## src/ucd_consts.vh

```
// Register map, field positions, reset values and rate counts of the serial port
`ifndef UCD_CONSTS_VH
`define UCD_CONSTS_VH
// Register addresses
`define UCD_ADDR_CONTROL    8'h98
`define UCD_ADDR_DATA       8'h99
`define UCD_ADDR_CONFIG     8'hA0
`define UCD_ADDR_IRQ_STATUS 8'hA1
`define UCD_ADDR_IRQ_MASK   8'hA2
// Control register fields
`define UCD_CTL_MODE_LO_FE  7
`define UCD_CTL_MODE_HI     6
`define UCD_CTL_ADDR_FILT   5
`define UCD_CTL_RX_EN       4
`define UCD_CTL_TX_NINTH    3
`define UCD_CTL_RX_NINTH    2
`define UCD_CTL_TX_DONE     1
`define UCD_CTL_RX_DONE     0
// Config register fields
`define UCD_CFG_FE_VIEW     0
`define UCD_CFG_IRQ_EN      1
`define UCD_CFG_DOUBLE      2
// Interrupt status and mask fields
`define UCD_IRQ_TX          0
`define UCD_IRQ_RX          1
`define UCD_IRQ_FE          2
// Reset values
`define UCD_RST_CONTROL     8'h00
`define UCD_RST_CONFIG      3'h0
`define UCD_RST_IRQ_MASK    3'h0
// Modes
`define UCD_MODE_SYNC       2'h0
`define UCD_MODE_ASYNC10    2'h1
`define UCD_MODE_FIXED      2'h2
`define UCD_MODE_ASYNC11    2'h3
// Frame lengths in bits
`define UCD_BITS_SYNC       4'h8
`define UCD_BITS_SHORT      4'hA
`define UCD_BITS_LONG       4'hB
// Bit times in oscillator periods, then oversample ticks per bit and the last and sample tick indices
`define UCD_M0_SLOW_TCLK    12
`define UCD_M0_FAST_TCLK    4
`define UCD_M2_SLOW_TCLK    64
`define UCD_M2_FAST_TCLK    32
`define UCD_OVERSAMPLE      16
`define UCD_OS_LAST         4'hF
`define UCD_OS_SAMPLE       4'h7
`endif

```

## src/ucd_baud_gen.v

```verilog
// Rate divider: oversample ticks and synchronous half-bit ticks
`timescale 1ns/10ps
`include "ucd_consts.vh"
module ucd_baud_gen #(
    parameter CW = 5
) (
    // Clock and reset
    input  wire       clk,
    input  wire       rst_b,
    // Rate selection
    input  wire [1:0] mode,
    input  wire       fast_sync,
    input  wire       double_rate,
    input  wire       ext_tick16,
    // Enable pulses
    output reg        tick16,
    output reg        half_tick
);
    localparam [31:0] M0_SLOW = `UCD_M0_SLOW_TCLK / 2 - 1;
    localparam [31:0] M0_FAST = `UCD_M0_FAST_TCLK / 2 - 1;
    localparam [31:0] M2_SLOW = `UCD_M2_SLOW_TCLK / `UCD_OVERSAMPLE - 1;
    localparam [31:0] M2_FAST = `UCD_M2_FAST_TCLK / `UCD_OVERSAMPLE - 1;

    reg  [CW-1:0] cnt;
    reg  [CW-1:0] limit;
    wire          wrap;

    // Terminal count per mode
    always @* begin
        if (mode == `UCD_MODE_SYNC) begin
            limit = fast_sync ? M0_FAST[CW-1:0] : M0_SLOW[CW-1:0];
        end else begin
            limit = double_rate ? M2_FAST[CW-1:0] : M2_SLOW[CW-1:0];
        end
    end
    assign wrap = (cnt >= limit);

    // Free-running; a mode change only bends one period
    always @(posedge clk) begin
        if (!rst_b) begin
            cnt       <= {CW{1'b0}};
            tick16    <= 1'b0;
            half_tick <= 1'b0;
        end else begin
            cnt       <= wrap ? {CW{1'b0}} : cnt + 1'b1;
            half_tick <= wrap && (mode == `UCD_MODE_SYNC);
            if (mode == `UCD_MODE_FIXED) begin
                tick16 <= wrap;
            end else begin
                tick16 <= ext_tick16 && (mode != `UCD_MODE_SYNC); // Timer rate
            end
        end
    end
endmodule // ucd_baud_gen

```

## src/ucd_uart.v

```verilog
// Serial port control register, data buffer, shifters and interrupt
`timescale 1ns/10ps
`include "ucd_consts.vh"
// How it works
// - Control bit 7 shows the low mode bit or the frame error flag, as the view select says.
// - The frame error flag is set by a bad stop bit and holds until software clears it.
// - The two mode bits pick sync 8-bit, async 10-bit, fixed-rate 11-bit or async 11-bit.
// - In modes 2 and 3 with address filtering, a zero ninth bit raises no receive flag.
// - In mode 1 with address filtering, a bad stop bit raises no receive flag.
// - In mode 0 the filter bit picks a shift clock of twelve or four oscillator periods.
// - Frames are received only while the receive enable bit is one.
// - Modes 2 and 3 send the software-written ninth bit as ninth data bit.
// - The received ninth bit holds the ninth data bit or the mode 1 stop bit.
// - The transmit flag rises after bit eight in mode 0 or at the stop bit start.
// - The receive flag rises after bit eight in mode 0 or mid stop bit, if filtering allows.
// - The data address reads the receive register and writes the transmit buffer.
// - A separate enable bit gates the masked status events (transmit, receive, frame error) onto the interrupt.
module ucd_uart #(
    parameter AW = 8,
    parameter DW = 8
) (
    // Clock and reset
    input  wire          clk,
    input  wire          rst_b,
    // Register port
    input  wire [AW-1:0] addr,
    input  wire [DW-1:0] wdata,
    input  wire          wr,
    input  wire          rd,
    output reg  [DW-1:0] rdata,
    // Oversample tick from the baud timer
    input  wire          ext_tick16,
    // Serial pins
    output reg           txd,
    input  wire          rxd_in,
    output reg           rxd_out,
    output reg           rxd_oe_b,
    // Interrupt
    output wire          irq
);
    // Reset images, so single bits can be picked out at full width
    localparam [7:0] RST_CTL = `UCD_RST_CONTROL;
    localparam [2:0] RST_CFG = `UCD_RST_CONFIG;
    // Control register bits
    reg          mode_select_low;
    reg          frame_error;
    reg          mode_select_high;
    reg          address_filter_enable;
    reg          rx_enable;
    reg          tx_ninth_bit;
    reg          rx_ninth_bit;
    reg          tx_done_flag;
    reg          rx_done_flag;
    // Config register bits
    reg          frame_error_view_select;
    reg          uart_irq_enable;
    reg          double_rate;
    // Interrupt status and mask
    reg  [2:0]   irq_status;
    reg  [2:0]   irq_mask;
    // Receive register
    reg  [7:0]   rx_buf;
    // Transmit and sync-mode shifter
    reg          tx_busy;
    reg          sync_rx;
    reg  [10:0]  tx_shift;
    reg  [3:0]   tx_cnt;
    reg  [3:0]   tx_os;
    reg          sync_phase;
    // Async receiver
    reg          rx_busy;
    reg  [3:0]   rx_os;
    reg  [3:0]   rx_idx;
    reg  [8:0]   rx_shift;
    reg          rxd_prev;
    // Event pulses
    reg          tx_done_set;
    reg          rx_done_set;
    reg          fe_set;
    reg  [7:0]   rx_load_data;
    reg          rx_load_ninth;
    reg          rx_load;
    // Decode and mode
    wire [1:0]   mode;
    wire         is_sync;
    wire         is_short;
    wire [3:0]   frame_bits;
    wire         wr_ctl;
    wire         wr_data;
    wire         wr_cfg;
    wire         wr_mask;
    wire         rd_status;
    wire         tick16;
    wire         half_tick;
    wire         sync_rx_start;
    wire         rx_sample;
    wire [7:0]   rx_data_now;
    wire         rx_accept;

    assign mode       = {mode_select_low, mode_select_high};
    assign is_sync    = (mode == `UCD_MODE_SYNC);
    assign is_short   = (mode == `UCD_MODE_ASYNC10);
    assign frame_bits = is_short ? `UCD_BITS_SHORT : `UCD_BITS_LONG;

    // Strobe decode
    assign wr_ctl    = wr && (addr == `UCD_ADDR_CONTROL);
    assign wr_data   = wr && (addr == `UCD_ADDR_DATA);
    assign wr_cfg    = wr && (addr == `UCD_ADDR_CONFIG);
    assign wr_mask   = wr && (addr == `UCD_ADDR_IRQ_MASK);
    assign rd_status = rd && (addr == `UCD_ADDR_IRQ_STATUS);

    // Rate source for all shifting
    ucd_baud_gen #(
        .CW (5)
    ) u_baud (
        .clk         (clk),
        .rst_b       (rst_b),
        .mode        (mode),
        .fast_sync   (address_filter_enable),
        .double_rate (double_rate),
        .ext_tick16  (ext_tick16),
        .tick16      (tick16),
        .half_tick   (half_tick)
    );

    // Sync receive runs whenever enabled and the last byte was taken
    assign sync_rx_start = is_sync && rx_enable && !rx_done_flag && !tx_busy && !wr_data;

    // Transmitter; also drives the sync clock in both directions
    always @(posedge clk) begin
        if (!rst_b) begin
            tx_busy     <= 1'b0;
            sync_rx     <= 1'b0;
            tx_shift    <= 11'h7FF;
            tx_cnt      <= 4'h0;
            tx_os       <= 4'h0;
            sync_phase  <= 1'b0;
            tx_done_set <= 1'b0;
            txd         <= 1'b1;
            rxd_out     <= 1'b1;
            rxd_oe_b    <= 1'b1;
        end else begin
            tx_done_set <= 1'b0;
            if (wr_data) begin
                // New frame aborts any frame in flight
                tx_busy    <= 1'b1;
                sync_rx    <= 1'b0;
                tx_os      <= 4'h0;
                sync_phase <= 1'b0;
                if (is_sync) begin
                    tx_shift <= {3'h7, wdata};
                    tx_cnt   <= `UCD_BITS_SYNC;
                    rxd_out  <= wdata[0];
                    rxd_oe_b <= 1'b0;
                    txd      <= 1'b1;
                end else begin
                    // Stop, ninth (or the mode 1 stop), data, start
                    tx_shift <= {1'b1, is_short | tx_ninth_bit, wdata, 1'b0};
                    tx_cnt   <= frame_bits;
                    txd      <= 1'b0;
                    rxd_oe_b <= 1'b1;
                end
            end else if (sync_rx_start && !sync_rx) begin
                tx_busy    <= 1'b1;
                sync_rx    <= 1'b1;
                tx_shift   <= 11'h7FF;
                tx_cnt     <= `UCD_BITS_SYNC;
                sync_phase <= 1'b0;
                rxd_oe_b   <= 1'b1;
            end else if (tx_busy && is_sync && half_tick) begin
                if (!sync_phase) begin
                    // Falling half of the shift clock
                    txd        <= 1'b0;
                    sync_phase <= 1'b1;
                end else begin
                    // Rising edge: the partner samples here
                    txd        <= 1'b1;
                    sync_phase <= 1'b0;
                    if (sync_rx) begin
                        tx_shift <= {3'h7, rxd_in, tx_shift[7:1]};
                    end else begin
                        tx_shift <= {1'b1, tx_shift[10:1]};
                    end
                    if (tx_cnt == 4'h1) begin
                        tx_busy     <= 1'b0;
                        sync_rx     <= 1'b0;
                        rxd_oe_b    <= 1'b1;
                        rxd_out     <= 1'b1;
                        tx_done_set <= !sync_rx;
                    end else begin
                        tx_cnt  <= tx_cnt - 4'h1;
                        rxd_out <= tx_shift[1];
                    end
                end
            end else if (tx_busy && !is_sync && tick16) begin
                tx_os <= tx_os + 4'h1;
                if (tx_os == `UCD_OS_LAST) begin
                    if (tx_cnt == 4'h1) begin
                        tx_busy <= 1'b0;
                        txd     <= 1'b1;
                    end else begin
                        tx_shift <= {1'b1, tx_shift[10:1]};
                        txd      <= tx_shift[1];
                        tx_cnt   <= tx_cnt - 4'h1;
                        // Entering the stop bit
                        tx_done_set <= (tx_cnt == 4'h2);
                    end
                end
            end else if (tx_busy && !is_sync && !sync_rx) begin
                txd <= tx_shift[0];
            end
        end
    end

    // Async sample taken mid bit
    assign rx_sample   = rx_busy && tick16 && (rx_os == `UCD_OS_SAMPLE);
    assign rx_data_now = is_short ? rx_shift[8:1] : rx_shift[7:0];
    // Address filter: mode 1 checks stop, modes 2 and 3 check ninth bit
    assign rx_accept   = !rx_done_flag &&
                         (is_short ? !(address_filter_enable && !rxd_in)
                                   : !(address_filter_enable && !rx_shift[8]));

    // Async receiver; a lone start glitch is dropped at its middle
    always @(posedge clk) begin
        if (!rst_b) begin
            rx_busy       <= 1'b0;
            rx_os         <= 4'h0;
            rx_idx        <= 4'h0;
            rx_shift      <= 9'h000;
            rxd_prev      <= 1'b1;
            fe_set        <= 1'b0;
            rx_done_set   <= 1'b0;
            rx_load       <= 1'b0;
            rx_load_data  <= 8'h00;
            rx_load_ninth <= 1'b0;
        end else begin
            rxd_prev    <= rxd_in;
            fe_set      <= 1'b0;
            rx_done_set <= 1'b0;
            rx_load     <= 1'b0;
            if (is_sync) begin
                // Sync receive finishes in the shifter above
                rx_busy <= 1'b0;
                if (tx_busy && sync_rx && half_tick && sync_phase && tx_cnt == 4'h1) begin
                    rx_load      <= 1'b1;
                    rx_done_set  <= 1'b1;
                    rx_load_data <= {rxd_in, tx_shift[7:1]};
                end
            end else if (!rx_enable) begin
                rx_busy <= 1'b0;
            end else if (!rx_busy) begin
                if (rxd_prev && !rxd_in) begin
                    rx_busy <= 1'b1;
                    rx_os   <= 4'h0;
                    rx_idx  <= 4'h0;
                end
            end else if (tick16) begin
                rx_os <= rx_os + 4'h1;
                if (rx_os == `UCD_OS_SAMPLE) begin
                    rx_idx <= rx_idx + 4'h1;
                    if (rx_idx == 4'h0) begin
                        rx_busy <= !rxd_in;
                    end else if (rx_idx == frame_bits - 4'h1) begin
                        // Halfway through the stop bit
                        rx_busy <= 1'b0;
                        fe_set  <= !rxd_in;
                        if (rx_accept) begin
                            rx_load       <= 1'b1;
                            rx_done_set   <= 1'b1;
                            rx_load_data  <= rx_data_now;
                            rx_load_ninth <= is_short ? rxd_in : rx_shift[8];
                        end
                    end else begin
                        rx_shift <= {rxd_in, rx_shift[8:1]};
                    end
                end
            end
        end
    end

    // Receive register and received ninth bit
    always @(posedge clk) begin
        if (!rst_b) begin
            rx_buf       <= 8'h00;
            rx_ninth_bit <= 1'b0;
        end else begin
            if (rx_load) begin
                rx_buf <= rx_load_data;
            end
            if (rx_load && !is_sync) begin
                rx_ninth_bit <= rx_load_ninth;
            end else if (wr_ctl) begin
                rx_ninth_bit <= wdata[`UCD_CTL_RX_NINTH];
            end
        end
    end

    // Control register; hardware set beats a same-cycle clear
    always @(posedge clk) begin
        if (!rst_b) begin
            mode_select_low       <= RST_CTL[`UCD_CTL_MODE_LO_FE];
            frame_error           <= 1'b0;
            mode_select_high      <= 1'b0;
            address_filter_enable <= 1'b0;
            rx_enable             <= 1'b0;
            tx_ninth_bit          <= 1'b0;
            tx_done_flag          <= 1'b0;
            rx_done_flag          <= 1'b0;
        end else begin
            if (wr_ctl) begin
                if (!frame_error_view_select) begin
                    mode_select_low <= wdata[`UCD_CTL_MODE_LO_FE];
                end
                mode_select_high      <= wdata[`UCD_CTL_MODE_HI];
                address_filter_enable <= wdata[`UCD_CTL_ADDR_FILT];
                rx_enable             <= wdata[`UCD_CTL_RX_EN];
                tx_ninth_bit          <= wdata[`UCD_CTL_TX_NINTH];
            end
            // Only software clears, through the shared bit 7
            if (fe_set) begin
                frame_error <= 1'b1;
            end else if (wr_ctl && frame_error_view_select) begin
                frame_error <= wdata[`UCD_CTL_MODE_LO_FE];
            end
            if (tx_done_set) begin
                tx_done_flag <= 1'b1;
            end else if (wr_ctl) begin
                tx_done_flag <= wdata[`UCD_CTL_TX_DONE];
            end
            if (rx_done_set) begin
                rx_done_flag <= 1'b1;
            end else if (wr_ctl) begin
                rx_done_flag <= wdata[`UCD_CTL_RX_DONE];
            end
        end
    end

    // Config and mask registers
    always @(posedge clk) begin
        if (!rst_b) begin
            frame_error_view_select <= RST_CFG[`UCD_CFG_FE_VIEW];
            uart_irq_enable         <= 1'b0;
            double_rate             <= 1'b0;
            irq_mask                <= `UCD_RST_IRQ_MASK;
        end else begin
            if (wr_cfg) begin
                frame_error_view_select <= wdata[`UCD_CFG_FE_VIEW];
                uart_irq_enable         <= wdata[`UCD_CFG_IRQ_EN];
                double_rate             <= wdata[`UCD_CFG_DOUBLE];
            end
            if (wr_mask) begin
                irq_mask <= wdata[2:0];
            end
        end
    end

    // Sticky events; a read clears, but a new event in that cycle stays
    always @(posedge clk) begin
        if (!rst_b) begin
            irq_status <= 3'h0;
        end else begin
            irq_status <= (irq_status & {3{!rd_status}}) |
                          {fe_set, rx_done_set, tx_done_set};
        end
    end

    // Enable gates everything, so polling software sees no stray line
    assign irq = uart_irq_enable && |(irq_status & irq_mask);

    // Read data, valid only in the cycle after the strobe
    always @(posedge clk) begin
        if (!rst_b) begin
            rdata <= 8'h00;
        end else if (rd) begin
            case (addr)
                `UCD_ADDR_CONTROL: begin
                    rdata <= {frame_error_view_select ? frame_error : mode_select_low,
                              mode_select_high, address_filter_enable, rx_enable,
                              tx_ninth_bit, rx_ninth_bit, tx_done_flag, rx_done_flag};
                end
                `UCD_ADDR_DATA: begin
                    rdata <= rx_buf;
                end
                `UCD_ADDR_CONFIG: begin
                    rdata <= {5'h00, double_rate, uart_irq_enable, frame_error_view_select};
                end
                `UCD_ADDR_IRQ_STATUS: begin
                    rdata <= {5'h00, irq_status};
                end
                `UCD_ADDR_IRQ_MASK: begin
                    rdata <= {5'h00, irq_mask};
                end
                default: begin
                    rdata <= 8'h00;
                end
            endcase
        end else begin
            rdata <= 8'h00;
        end
    end
endmodule // ucd_uart

```

## config.mk

```make
export PLATFORM = sky130hd
export DESIGN_NAME = ucd_uart
export DESIGN_NICKNAME = d
export VERILOG_FILES = /design/src/ucd_baud_gen.v /design/src/ucd_uart.v
export VERILOG_INCLUDE_DIRS = /design/src
export SDC_FILE = /design/constraint.sdc
export NUM_CORES = 1
export LEC_CHECK = 0
export ABC_CLOCK_PERIOD_IN_PS = 6350
export BUFFER_PORTS_ARGS = -buffer_cell sky130_fd_sc_hd__buf_2
export CAP_MARGIN = 20
export CORE_MARGIN = 2
export CORE_UTILIZATION = 40
export DETAILED_ROUTE_END_ITERATION = 12
export PLACE_DENSITY = 0.61
export RECOVER_POWER = 50
export SLEW_MARGIN = 25
export SYNTH_ARGS = -nofsm -noshare
export SYNTH_HDL_FRONTEND = slang
export SYNTH_SLANG_ARGS = --single-unit
```

## constraint.sdc

```tcl
create_clock -name clk -period 6.35 [get_ports clk]
set_input_delay 0.635 -clock clk [delete_from_list [all_inputs] [get_ports clk]]
set_output_delay 0.635 -clock clk [all_outputs]
set_load 0.05 [all_outputs]
```

Yosys cells after proc, flatten, opt, wreduce, memory -nomap -nowiden
Cells that the tools add are included.

Muxes and demuxes: 103. Add/subtract/negate cells: 6. Bitwise logic cells: 15. Reduce and logical (&&, ||, !) cells: 83. Equal/unequal tests: 21. Order comparisons: 1.

Operators with widths (number): $mux 8 (10); $mux 11 (7); $mux 1 (66); $mux 4 (13); $eq 8x8->1 const B (5); $pmux 8 s5 (1); $reduce_bool 2->1 (17); $logic_and 1x1->1 (28); $mux 10 (2); $reduce_and 8->1 (2); $reduce_and 3->1 (5); $add 4x1->4 const B (3); $reduce_and 4->1 (3); $reduce_bool 4->1 (3); $not 1->1 (11); $logic_not 1->1 (10); $reduce_bool 3->1 (3); $reduce_or 3->1 (3); $ne 4x4->1 const B (2); $reduce_or 8->1 (1); $sub 4x1->4 const B (2); $reduce_and 7->1 (1); $and 3x3->3 (2); $ne 2x1->1 const B (3); other kinds (21) (26).

Register bits: 97. Input bits: 22. Logic and storage cells: 267. Output and inout port bits: 12.

Logic depth before layout (Yosys ltp)
Gate-level depths: netlist (run 1).

Depth in word-level cells: 13. Depth in mapped cells: 11. Gate-level depth less buffers: 8.

Cells and area by module
Synthesis (run 1) repeated with hierarchy kept, for this count alone.

Cells, all modules: 526. Area total of the unflattened synthesis: 4616.9 µm².

Modules (own cells, without submodules): ucd_uart (sequential area each 1781.7 µm², area an instance 4321.6 µm², cells an instance 497, times used 1); ucd_baud_gen (sequential area each 140.1 µm², area an instance 295.3 µm², cells an instance 29, times used 1).

Least setup slack after synthesis (run 1)
No wires, ideal clock.

Kind: register to register. From: reg mode_select_low. To: reg u_baud.tick16. Arrival time: 2.475 ns. Data required time: 6.222 ns. Slack: 3.747 ns. Path buffers: 3. Clock period less this slack: 2.603 ns. Cell stages (with the launch flop): 12. Library setup time: 0.128 ns. Cell sequence: dfxtp_1 > buf_2 > or2_2 > buf_2 > clkbuf_1 > nand2b_1 > ha_1 > a21o_1 > a2111oi_0 > nor3b_1 > a21oi_1 > nor2_1.

Word-level cells in the longest chain between the ends: 4. Elaborated cells between the ends (all ways): 7. Classes of those cells: order compare (1); eq/ne (1); mux (2); reduce/logical (3).

RTL lines: start: declaration (line ucd_uart.v:45) `reg mode_select_low;`; start signal: assignment (line ucd_uart.v:301) `` mode_select_low <= RST_CTL[`UCD_CTL_MODE_LO_FE]; ``; start signal: assignment (line ucd_uart.v:312) `` mode_select_low <= wdata[`UCD_CTL_MODE_LO_FE]; ``; $logic_not 2->1 (no line); $mux 5 (line ucd_baud_gen.v:30) `` if (mode == `UCD_MODE_SYNC) begin ``; $ge 5x5->1 (line ucd_baud_gen.v:36) `assign wrap = (cnt >= limit);`; $mux 1 (*) (line ucd_baud_gen.v:47) `` if (mode == `UCD_MODE_FIXED) begin ``; end signal: assignment (line ucd_baud_gen.v:48) `tick16 <= wrap;`; end signal: assignment (line ucd_baud_gen.v:50) `` tick16 <= ext_tick16 && (mode != `UCD_MODE_SYNC); ``; end: declaration (line ucd_baud_gen.v:16) `output reg tick16,`.

Every way passes the cells marked *; elsewhere a longest branch is shown, timed or not. A chain may end at the register's enable or synchronous reset.

Worst setup path after layout (run 1)
From: in rst_b. To: reg rx_idx[2].

RTL lines: start: declaration (line ucd_uart.v:24) `input wire rst_b,`; end signal: assignment (line ucd_uart.v:260) `rx_idx <= rx_idx + 4'h1;`; end: declaration (line ucd_uart.v:73) `reg [3:0] rx_idx;`.

No word-level cell between the ends.

==> PnR_summary.wiki, run 1 <==
{| class="wikitable"
! Metric !! Value
|-
| Remaining Overflow, GRT || 0
|-
| Fraction of final layout cells sized beyond drive strength 1 || 0.0899
|-
| Synth async-reset ratio || 0
|-
| Clock buffer depth || 2
|-
| RSZ-0062 raised after global routing || no
|-
| Ports || 34
|-
| Number of search-and-repair iterations in the first detailed-routing pass || 5
|-
| Overall die area || 12600 µm²
|-
| Startpoint class of the critical path || input pin
|-
| Post-detailed-route wirelength per cell || 16.5 µm
|-
| Top area cells in the synthesized netlist || dfxtp_1, mux2i_1, nor2_1
|-
| Post-synth design cell area || 4670 µm²
|-
| Top delay family on crit path || buffers and inverters
|-
| Total wire length after detailed routing || 11.5 mm
|-
| Drt initial violations || 288
|-
| Cell Count, Final, Fillers Out || 699
|-
| Layout net count || 583
|-
| Final Hold Vio Count || 0
|-
| Synthesized instance count || 535
|-
| Main synth FF type || dfxtp_1
|-
| IR drop worst, VDD || 117 µV
|-
| Count of port buffers added during placement || 33
|-
| Count of nets left with antenna violations after detail routing || 0
|-
| Max Cap Viol || 1
|-
| Met1 wire length || 5.50 mm
|-
| Met2 wirelength from detailed routing || 5.18 mm
|-
| Total track usage || 0.187
|-
| Core utilization of the finished layout || 0.450
|-
| Post-Syn Area per Cell || 8.73 µm²
|-
| Via count || 3942
|-
| Run status || complete, but fails checks
|-
| Highest-count cells in the layout ignoring fill and taps || dfxtp_1, nor2_1, nand2_1, mux2i_1, a21oi_1
|-
| WP data required || 6570 ps
|-
| Synth unique cells || 70
|-
| Transition at the pin with the smallest max-transition slack || 2450 ps
|-
| Post-synthesis cell type with the largest combined area || dfxtp_1
|-
| Power density cells || 230 nW/µm²
|-
| Worst path slowest cell || clkbuf_1
|-
| Number of cells in the design after placement || 683
|-
| Setup violation total in the final timing report || 0
|-
| Worst-Skew Late Latency || 350 ps
|-
| Fin Setup TNS || 0 ps
|-
| Detailed placer's ending HPWL || 8.27 mm
|-
| Die Height || 112 µm
|-
| Post-layout min period || 3290 ps
|-
| Critical Setup Path Class || in -> reg
|-
| Class of the tightest hold or removal check || reg -> reg
|-
| Total setup buffers inserted after CTS || 0
|-
| Area of the core || 11400 µm²
|-
| Synthesis warning total || 0
|-
| Wire length of the first global-routing pass || 18.5 mm
|-
| Number of global-route vias before repair || 3655
|-
| Share of the yosys chip area belonging to registers || 0.411
|-
| Fmax achieved || 304 MHz
|-
| Leading cell type in the layout, fill and taps excluded || dfxtp_1
|-
| Growth of design area from synthesis to finish || 9.99%
|-
| Most frequent cell on the critical path || clkbuf_1
|-
| Leakage component of the power || 1.90 nW
|-
| Initial Utilization || 0.409
|-
| Sinks on Clock Net || 96
|-
| Sort of element at the end of the critical path || register
|-
| Final cycle utilization of the critical path || 0.519
|-
| Critical Path Max Stage Delay || 1010 ps
|-
| TritonCTS clock tree || yes
|-
| Count of state elements after synthesis || 96
|-
| Post-CTS sizing || 0
|-
| Final Max Slew Viols || 57
|-
| Length of routed met3 wiring || 579 µm
|-
| Routed vias/inst || 5.64
|-
| Rows || 39
|-
| Clock skew after layout || 9.98 ps
|-
| Net count after synthesis || 567
|-
| Weighted congestion reported at the end of routability-driven placement || 0.834
|-
| Cell chosen for the clock root || clkbuf_16
|-
| Highest routing layer actually used || met4
|-
| Initial antenna violation count || 0
|-
| Clock buffer count from CTS || 9
|-
| H-tree depth || 3
|-
| Maximum number of pins on one net before global-route repair || 57
|-
| Post-cts hold buffer count || 0
|-
| Die Wd || 112 µm
|-
| Worst-path cell chain || clkbuf_1 -> clkinv_1 -> clkbuf_1 -> a311oi_1
|-
| Violated checks || capacitance limit, slew limit
|-
| Proportion of netlist area held by the largest area contributor || 0.411
|-
| Number of buffer and inverter instances along the worst setup path || 3
|-
| Clock slew at reported path FFs || 70 ps
|-
| Critical path peak fanout || 56
|-
| Data arrival time of the critical path || 3520 ps
|-
| DRC violation count after routing || 0
|-
| Number of enable-type register cells in the synthesized netlist || 0
|-
| Diodes inserted || 0
|-
| Worst hold-check slack || 458 ps
|-
| Slew HR || -0.632
|}
## cell usage after synthesis (all sizes together) (5+ instances only)
cell and count:
dfxtp 96, nor2 74, mux2i 48, nand2 48, a21oi 34, nand3 28
o21ai 26, clkbuf 17, buf 14, ha 10, o211ai 10, nor3 9
inv 8, nor3b 8, o31ai 8, and3 6, nor2b 6, xnor2 6
nand4 5
## through the flow
step           power, mW  worst slack [ps]  area [µm²]
2_1_floorplan      0.641              3750        4670
3_3_place_gp       0.657              3240        4880
3_5_place_dp       0.658              3140        4880
4_1_cts             1.20              3140        5170
5_1_grt             1.23              2710        5140
6_report            1.18              3060        5140
## cell families after synthesis
logic type / after synthesis / share of synthesized area
AO/OA/AOI/OAI: 115 / 0.166
XOR/XNOR: 9 / 0.0169
adder cells (fa/ha/maj): 10 / 0.0268
buffers and inverters: 40 / 0.0413
flip-flops: 96 / 0.411
multiplexers: 51 / 0.110
other: 1 / 0.000803
AND/OR/NAND/NOR: 213 / 0.227
## layout make-up
type                    count  area [µm²]
fillers                  1134        6280
multi-input cells         399        2540
flip-flops and latches     96        1920
clock buffers              11         233
well taps                 143         179
repair buffers             36         168
clock inverters             5        57.6
inverters                   9        33.8
## sequential cells by signal (all words and copies together), names as in the netlist, 3 cells and up
name and flops:
irq_status 3, rx_shift 9, rx_load_data 8, rdata 8, tx_shift 10, rx_buf 8
tx_os 4, rx_idx 4, u_baud.cnt 5, tx_cnt 4, irq_mask 3, rx_os 4
## where the power goes
| group | total, mW | leakage (nW) | switching [mW] | internal [mW] |
|---|---|---|---|---|
| logic | 0.0386 | 0.978 | 0.0269 | 0.0117 |
| registers | 0.606 | 0.775 | 0.00158 | 0.604 |
| clock network | 0.538 | 0.143 | 0.232 | 0.306 |
## worst min-delay path, delay by kind of cell, from the launching register on
kind / cells / cell delay (ps)
AO/OA/AOI/OAI: 1 / 50
flip-flops: 1 / 310
buffers and inverters: 1 / 50
## per-layer routing
layer / global-route usage / up-vias
met5: 0 / -
met4: 0.0805 / 0
met3: 0.0454 / 18
met2: 0.286 / 97
met1: 0.253 / 1881
li1: - / 1946
## path summary, 6_finish.rpt
check                                       from  slack [ps]  cells past startpoint             to
worst min-delay path                 tx_done_set         460                      2   tx_done_flag
worst max register to register  mode_select_high        3090                      8  u_baud.tick16
worst min register to register       tx_done_set         460                      2   tx_done_flag
worst max-delay path                       rst_b        3060                      4      rx_idx[2]
(Power assumes the default switching activity.)
==> run 2, diff against run 1 <==
--- a/config.mk
+++ b/config.mk
@@ -6,7 +6,7 @@
 export SDC_FILE = /design/constraint.sdc
 export NUM_CORES = 1
 export LEC_CHECK = 0
-export ABC_CLOCK_PERIOD_IN_PS = 6350
+export ABC_CLOCK_PERIOD_IN_PS = 3400
 export BUFFER_PORTS_ARGS = -buffer_cell sky130_fd_sc_hd__buf_2
 export CAP_MARGIN = 20
 export CORE_MARGIN = 2
==> constraint.sdc (replaced) <==
create_clock -name clk -period 3.4 [get_ports clk]
set_input_delay 0.34 -clock clk [delete_from_list [all_inputs] [get_ports clk]]
set_output_delay 0.34 -clock clk [all_outputs]
set_load 0.05 [all_outputs]
==> run 2 against run 1 <==
Compared with the run above:
- the run now ends clean
- clock skew decreased by 1.0 ps
- worst setup slack got worse by 2100 ps
- highest routed layer unchanged
- non-clock buffer count increased by 5
- critical path type unchanged
- critical endpoint is now rxd_out
==> PnR_summary.wiki, run 2 (same netlist as run 1, synthesis figures left out) <==
{| class="wikitable"
! Metric !! Value
|-
| Run status || finished clean (was complete, but fails checks)
|-
| Post-cts hold buffer count || 0 (unchanged)
|-
| Weighted congestion reported at the end of routability-driven placement || 0.844 (was 0.834)
|-
| TritonCTS clock tree || yes (unchanged)
|-
| Total setup buffers inserted after CTS || 0 (unchanged)
|-
| Maximum number of pins on one net before global-route repair || 62 (was 57)
|-
| Clock buffer count from CTS || 9 (unchanged)
|-
| Via count || 3936 (was 3942)
|-
| WP data required || 3640 ps (was 6570 ps)
|-
| Clock buffer depth || 2 (unchanged)
|-
| Detailed placer's ending HPWL || 8.25 mm (was 8.27 mm)
|-
| Initial Utilization || 0.409 (unchanged)
|-
| GRT Max-Usage Layer || met2 (unchanged)
|-
| Final Hold Vio Count || 0 (unchanged)
|-
| Leading cell type in the layout, fill and taps excluded || dfxtp_1 (unchanged)
|-
| Max FFs per register || 10 (unchanged)
|-
| Overall die area || 12600 µm² (unchanged)
|-
| Slew HR || 0.121 (was -0.632)
|-
| Max Cap Viol || 0 (was 1)
|-
| Power density cells || 456 nW/µm² (was 230 nW/µm²)
|-
| Leakage component of the power || 1.96 nW (was 1.90 nW)
|-
| Critical Setup Path Class || in -> reg (unchanged)
|-
| Global-route met1 utilization || 0.266 (was 0.253)
|-
| IR drop worst, VDD || 228 µV (was 117 µV)
|-
| Sort of element at the end of the critical path || register (unchanged)
|-
| Class of the tightest hold or removal check || in -> reg (was reg -> reg)
|-
| Overall power of the completed layout || 2.39 mW (was 1.18 mW)
|-
| RSZ-0062 raised after global routing || no (unchanged)
|-
| Cell chosen for the clock root || clkbuf_16 (unchanged)
|-
| Highest-count cells in the layout ignoring fill and taps || dfxtp_1, nor2_1, nand2_1, mux2i_1, a21oi_1 (unchanged)
|-
| Count of nets left with antenna violations after detail routing || 0 (unchanged)
|-
| DRC violation count after routing || 0 (unchanged)
|-
| Growth of design area from synthesis to finish || 12.5% (was 9.99%)
|-
| Clock slew at reported path FFs || 70 ps (about the same)
|-
| Met3 global-route usage || 0.0265 (was 0.0454)
|-
| Total track usage || 0.189 (was 0.187)
|-
| Fin Setup TNS || 0 ps (unchanged)
|-
| H-tree depth || 3 (unchanged)
|-
| Number of global-route vias before repair || 3779 (was 3655)
|-
| Area of the core || 11400 µm² (unchanged)
|-
| Finished Cell Area || 5250 µm² (was 5140 µm²)
|-
| Diodes inserted || 0 (unchanged)
|-
| Register name with the most flops || tx_shift (unchanged)
|-
| Setup violation total in the final timing report || 0 (unchanged)
|-
| Startpoint class of the critical path || input pin (unchanged)
|-
| Registers with the highest flip-flop counts || tx_shift (10), rx_shift (9) (unchanged)
|-
| Routed vias/inst || 5.59 (was 5.64)
|-
| Rows || 39 (unchanged)
|-
| Post-CTS sizing || 0 (unchanged)
|-
| Post-detailed-route wirelength per cell || 16.3 µm (was 16.5 µm)
|-
| Initial antenna violation count || 0 (unchanged)
|-
| Clock skew after layout || 8.94 ps (was 9.98 ps)
|-
| Final Max Slew Viols || 0 (was 57)
|-
| Die Wd || 112 µm (unchanged)
|-
| Count of port buffers added during placement || 33 (unchanged)
|-
| Critical path peak fanout || 61 (was 56)
|-
| Ports || 34 (unchanged)
|-
| Remaining Overflow, GRT || 0 (unchanged)
|-
| Fraction of final layout cells sized beyond drive strength 1 || 0.109 (was 0.0899)
|-
| Sinks on Clock Net || 96 (unchanged)
|-
| Post-layout min period || 2400 ps
|-
| Total wire length after detailed routing || 11.5 mm (about the same)
|-
| Worst-Skew Late Latency || 350 ps (about the same)
|-
| Layout net count || 588 (was 583)
|-
| Drt initial violations || 235 (was 288)
|-
| Fmax achieved || 417 MHz
|-
| Number of search-and-repair iterations in the first detailed-routing pass || 4 (was 5)
|-
| Die Height || 112 µm (unchanged)
|-
| Transition at the pin with the smallest max-transition slack || 1320 ps (was 2450 ps)
|-
| Wire length of the first global-routing pass || 19.1 mm (was 18.5 mm)
|-
| Global-route track usage on met2 || 0.291 (was 0.286)
|-
| Final cycle utilization of the critical path || 0.706
|-
| Data arrival time of the critical path || 2640 ps (was 3520 ps)
|-
| DP Area || 4920 µm² (was 4880 µm²)
|}
[run 2: changes by cell type in the layout (fill, tap and decap cells not counted), moves of 2 or more]
cell / previous run / this run
buf_4: 2 / 7
clkinv_2: 2 / 0
clkbuf_1: 16 / 12
bufinv_16: 1 / 3
[run 2: worst paths after layout]
kind / start / to / slack, ps / cells past startpoint
max: rst_b / rxd_out / 1000 / 4
min: ext_tick16 / u_baud.tick16 / 270 / 3
max reg2reg: tx_cnt[1] / tx_shift[9] / 1100 / 7
min reg2reg: fe_set / frame_error / 450 / 2
[run 2: routing by layer]
| metal | routed length (µm) | vias up |
|---|---|---|
| li1 | - | 1964 |
| met1 | 5730 | 1876 |
| met2 | 5070 | 83 |
| met3 | 514 | 13 |
| met4 | 204 | 0 |
| met5 | 0 | - |
[run 2: through the flow]
stage / hold WS, ps / utilization / worst slack, ps / std cells
after floorplan: 425 / - / 797 / 535
final: 267 / 0.460 / 1000 / 704
after CTS: 252 / 0.462 / 1110 / 704
after detailed placement: 443 / 0.431 / 1120 / 688
after global placement: 442 / 0.431 / 1160 / 688
after global routing: 281 / 0.460 / 822 / 704
[run 2: power breakdown]
group | internal (mW) | leakage, nW | switching, mW
Sequential | 1.13 | 0.775 | 0.00285
Clock | 0.743 | 0.169 | 0.448
Combinational | 0.0228 | 1.01 | 0.0505
[run 2: worst max-delay path, cell delays in order]
cell      delay, ps
clkbuf_1        790
clkinv_1        170
clkbuf_2        730
a311o_1         540
[run 2: final cells by class]
| type | count | area, µm² |
|---|---|---|
| tap | 143 | 179 |
| clock inverter | 6 | 115 |
| clock buffer | 10 | 239 |
| sequential | 96 | 1920 |
| fill | 1142 | 6170 |
| inverter | 9 | 33.8 |
| multi-input combinational | 399 | 2560 |
| timing repair buffer | 41 | 208 |
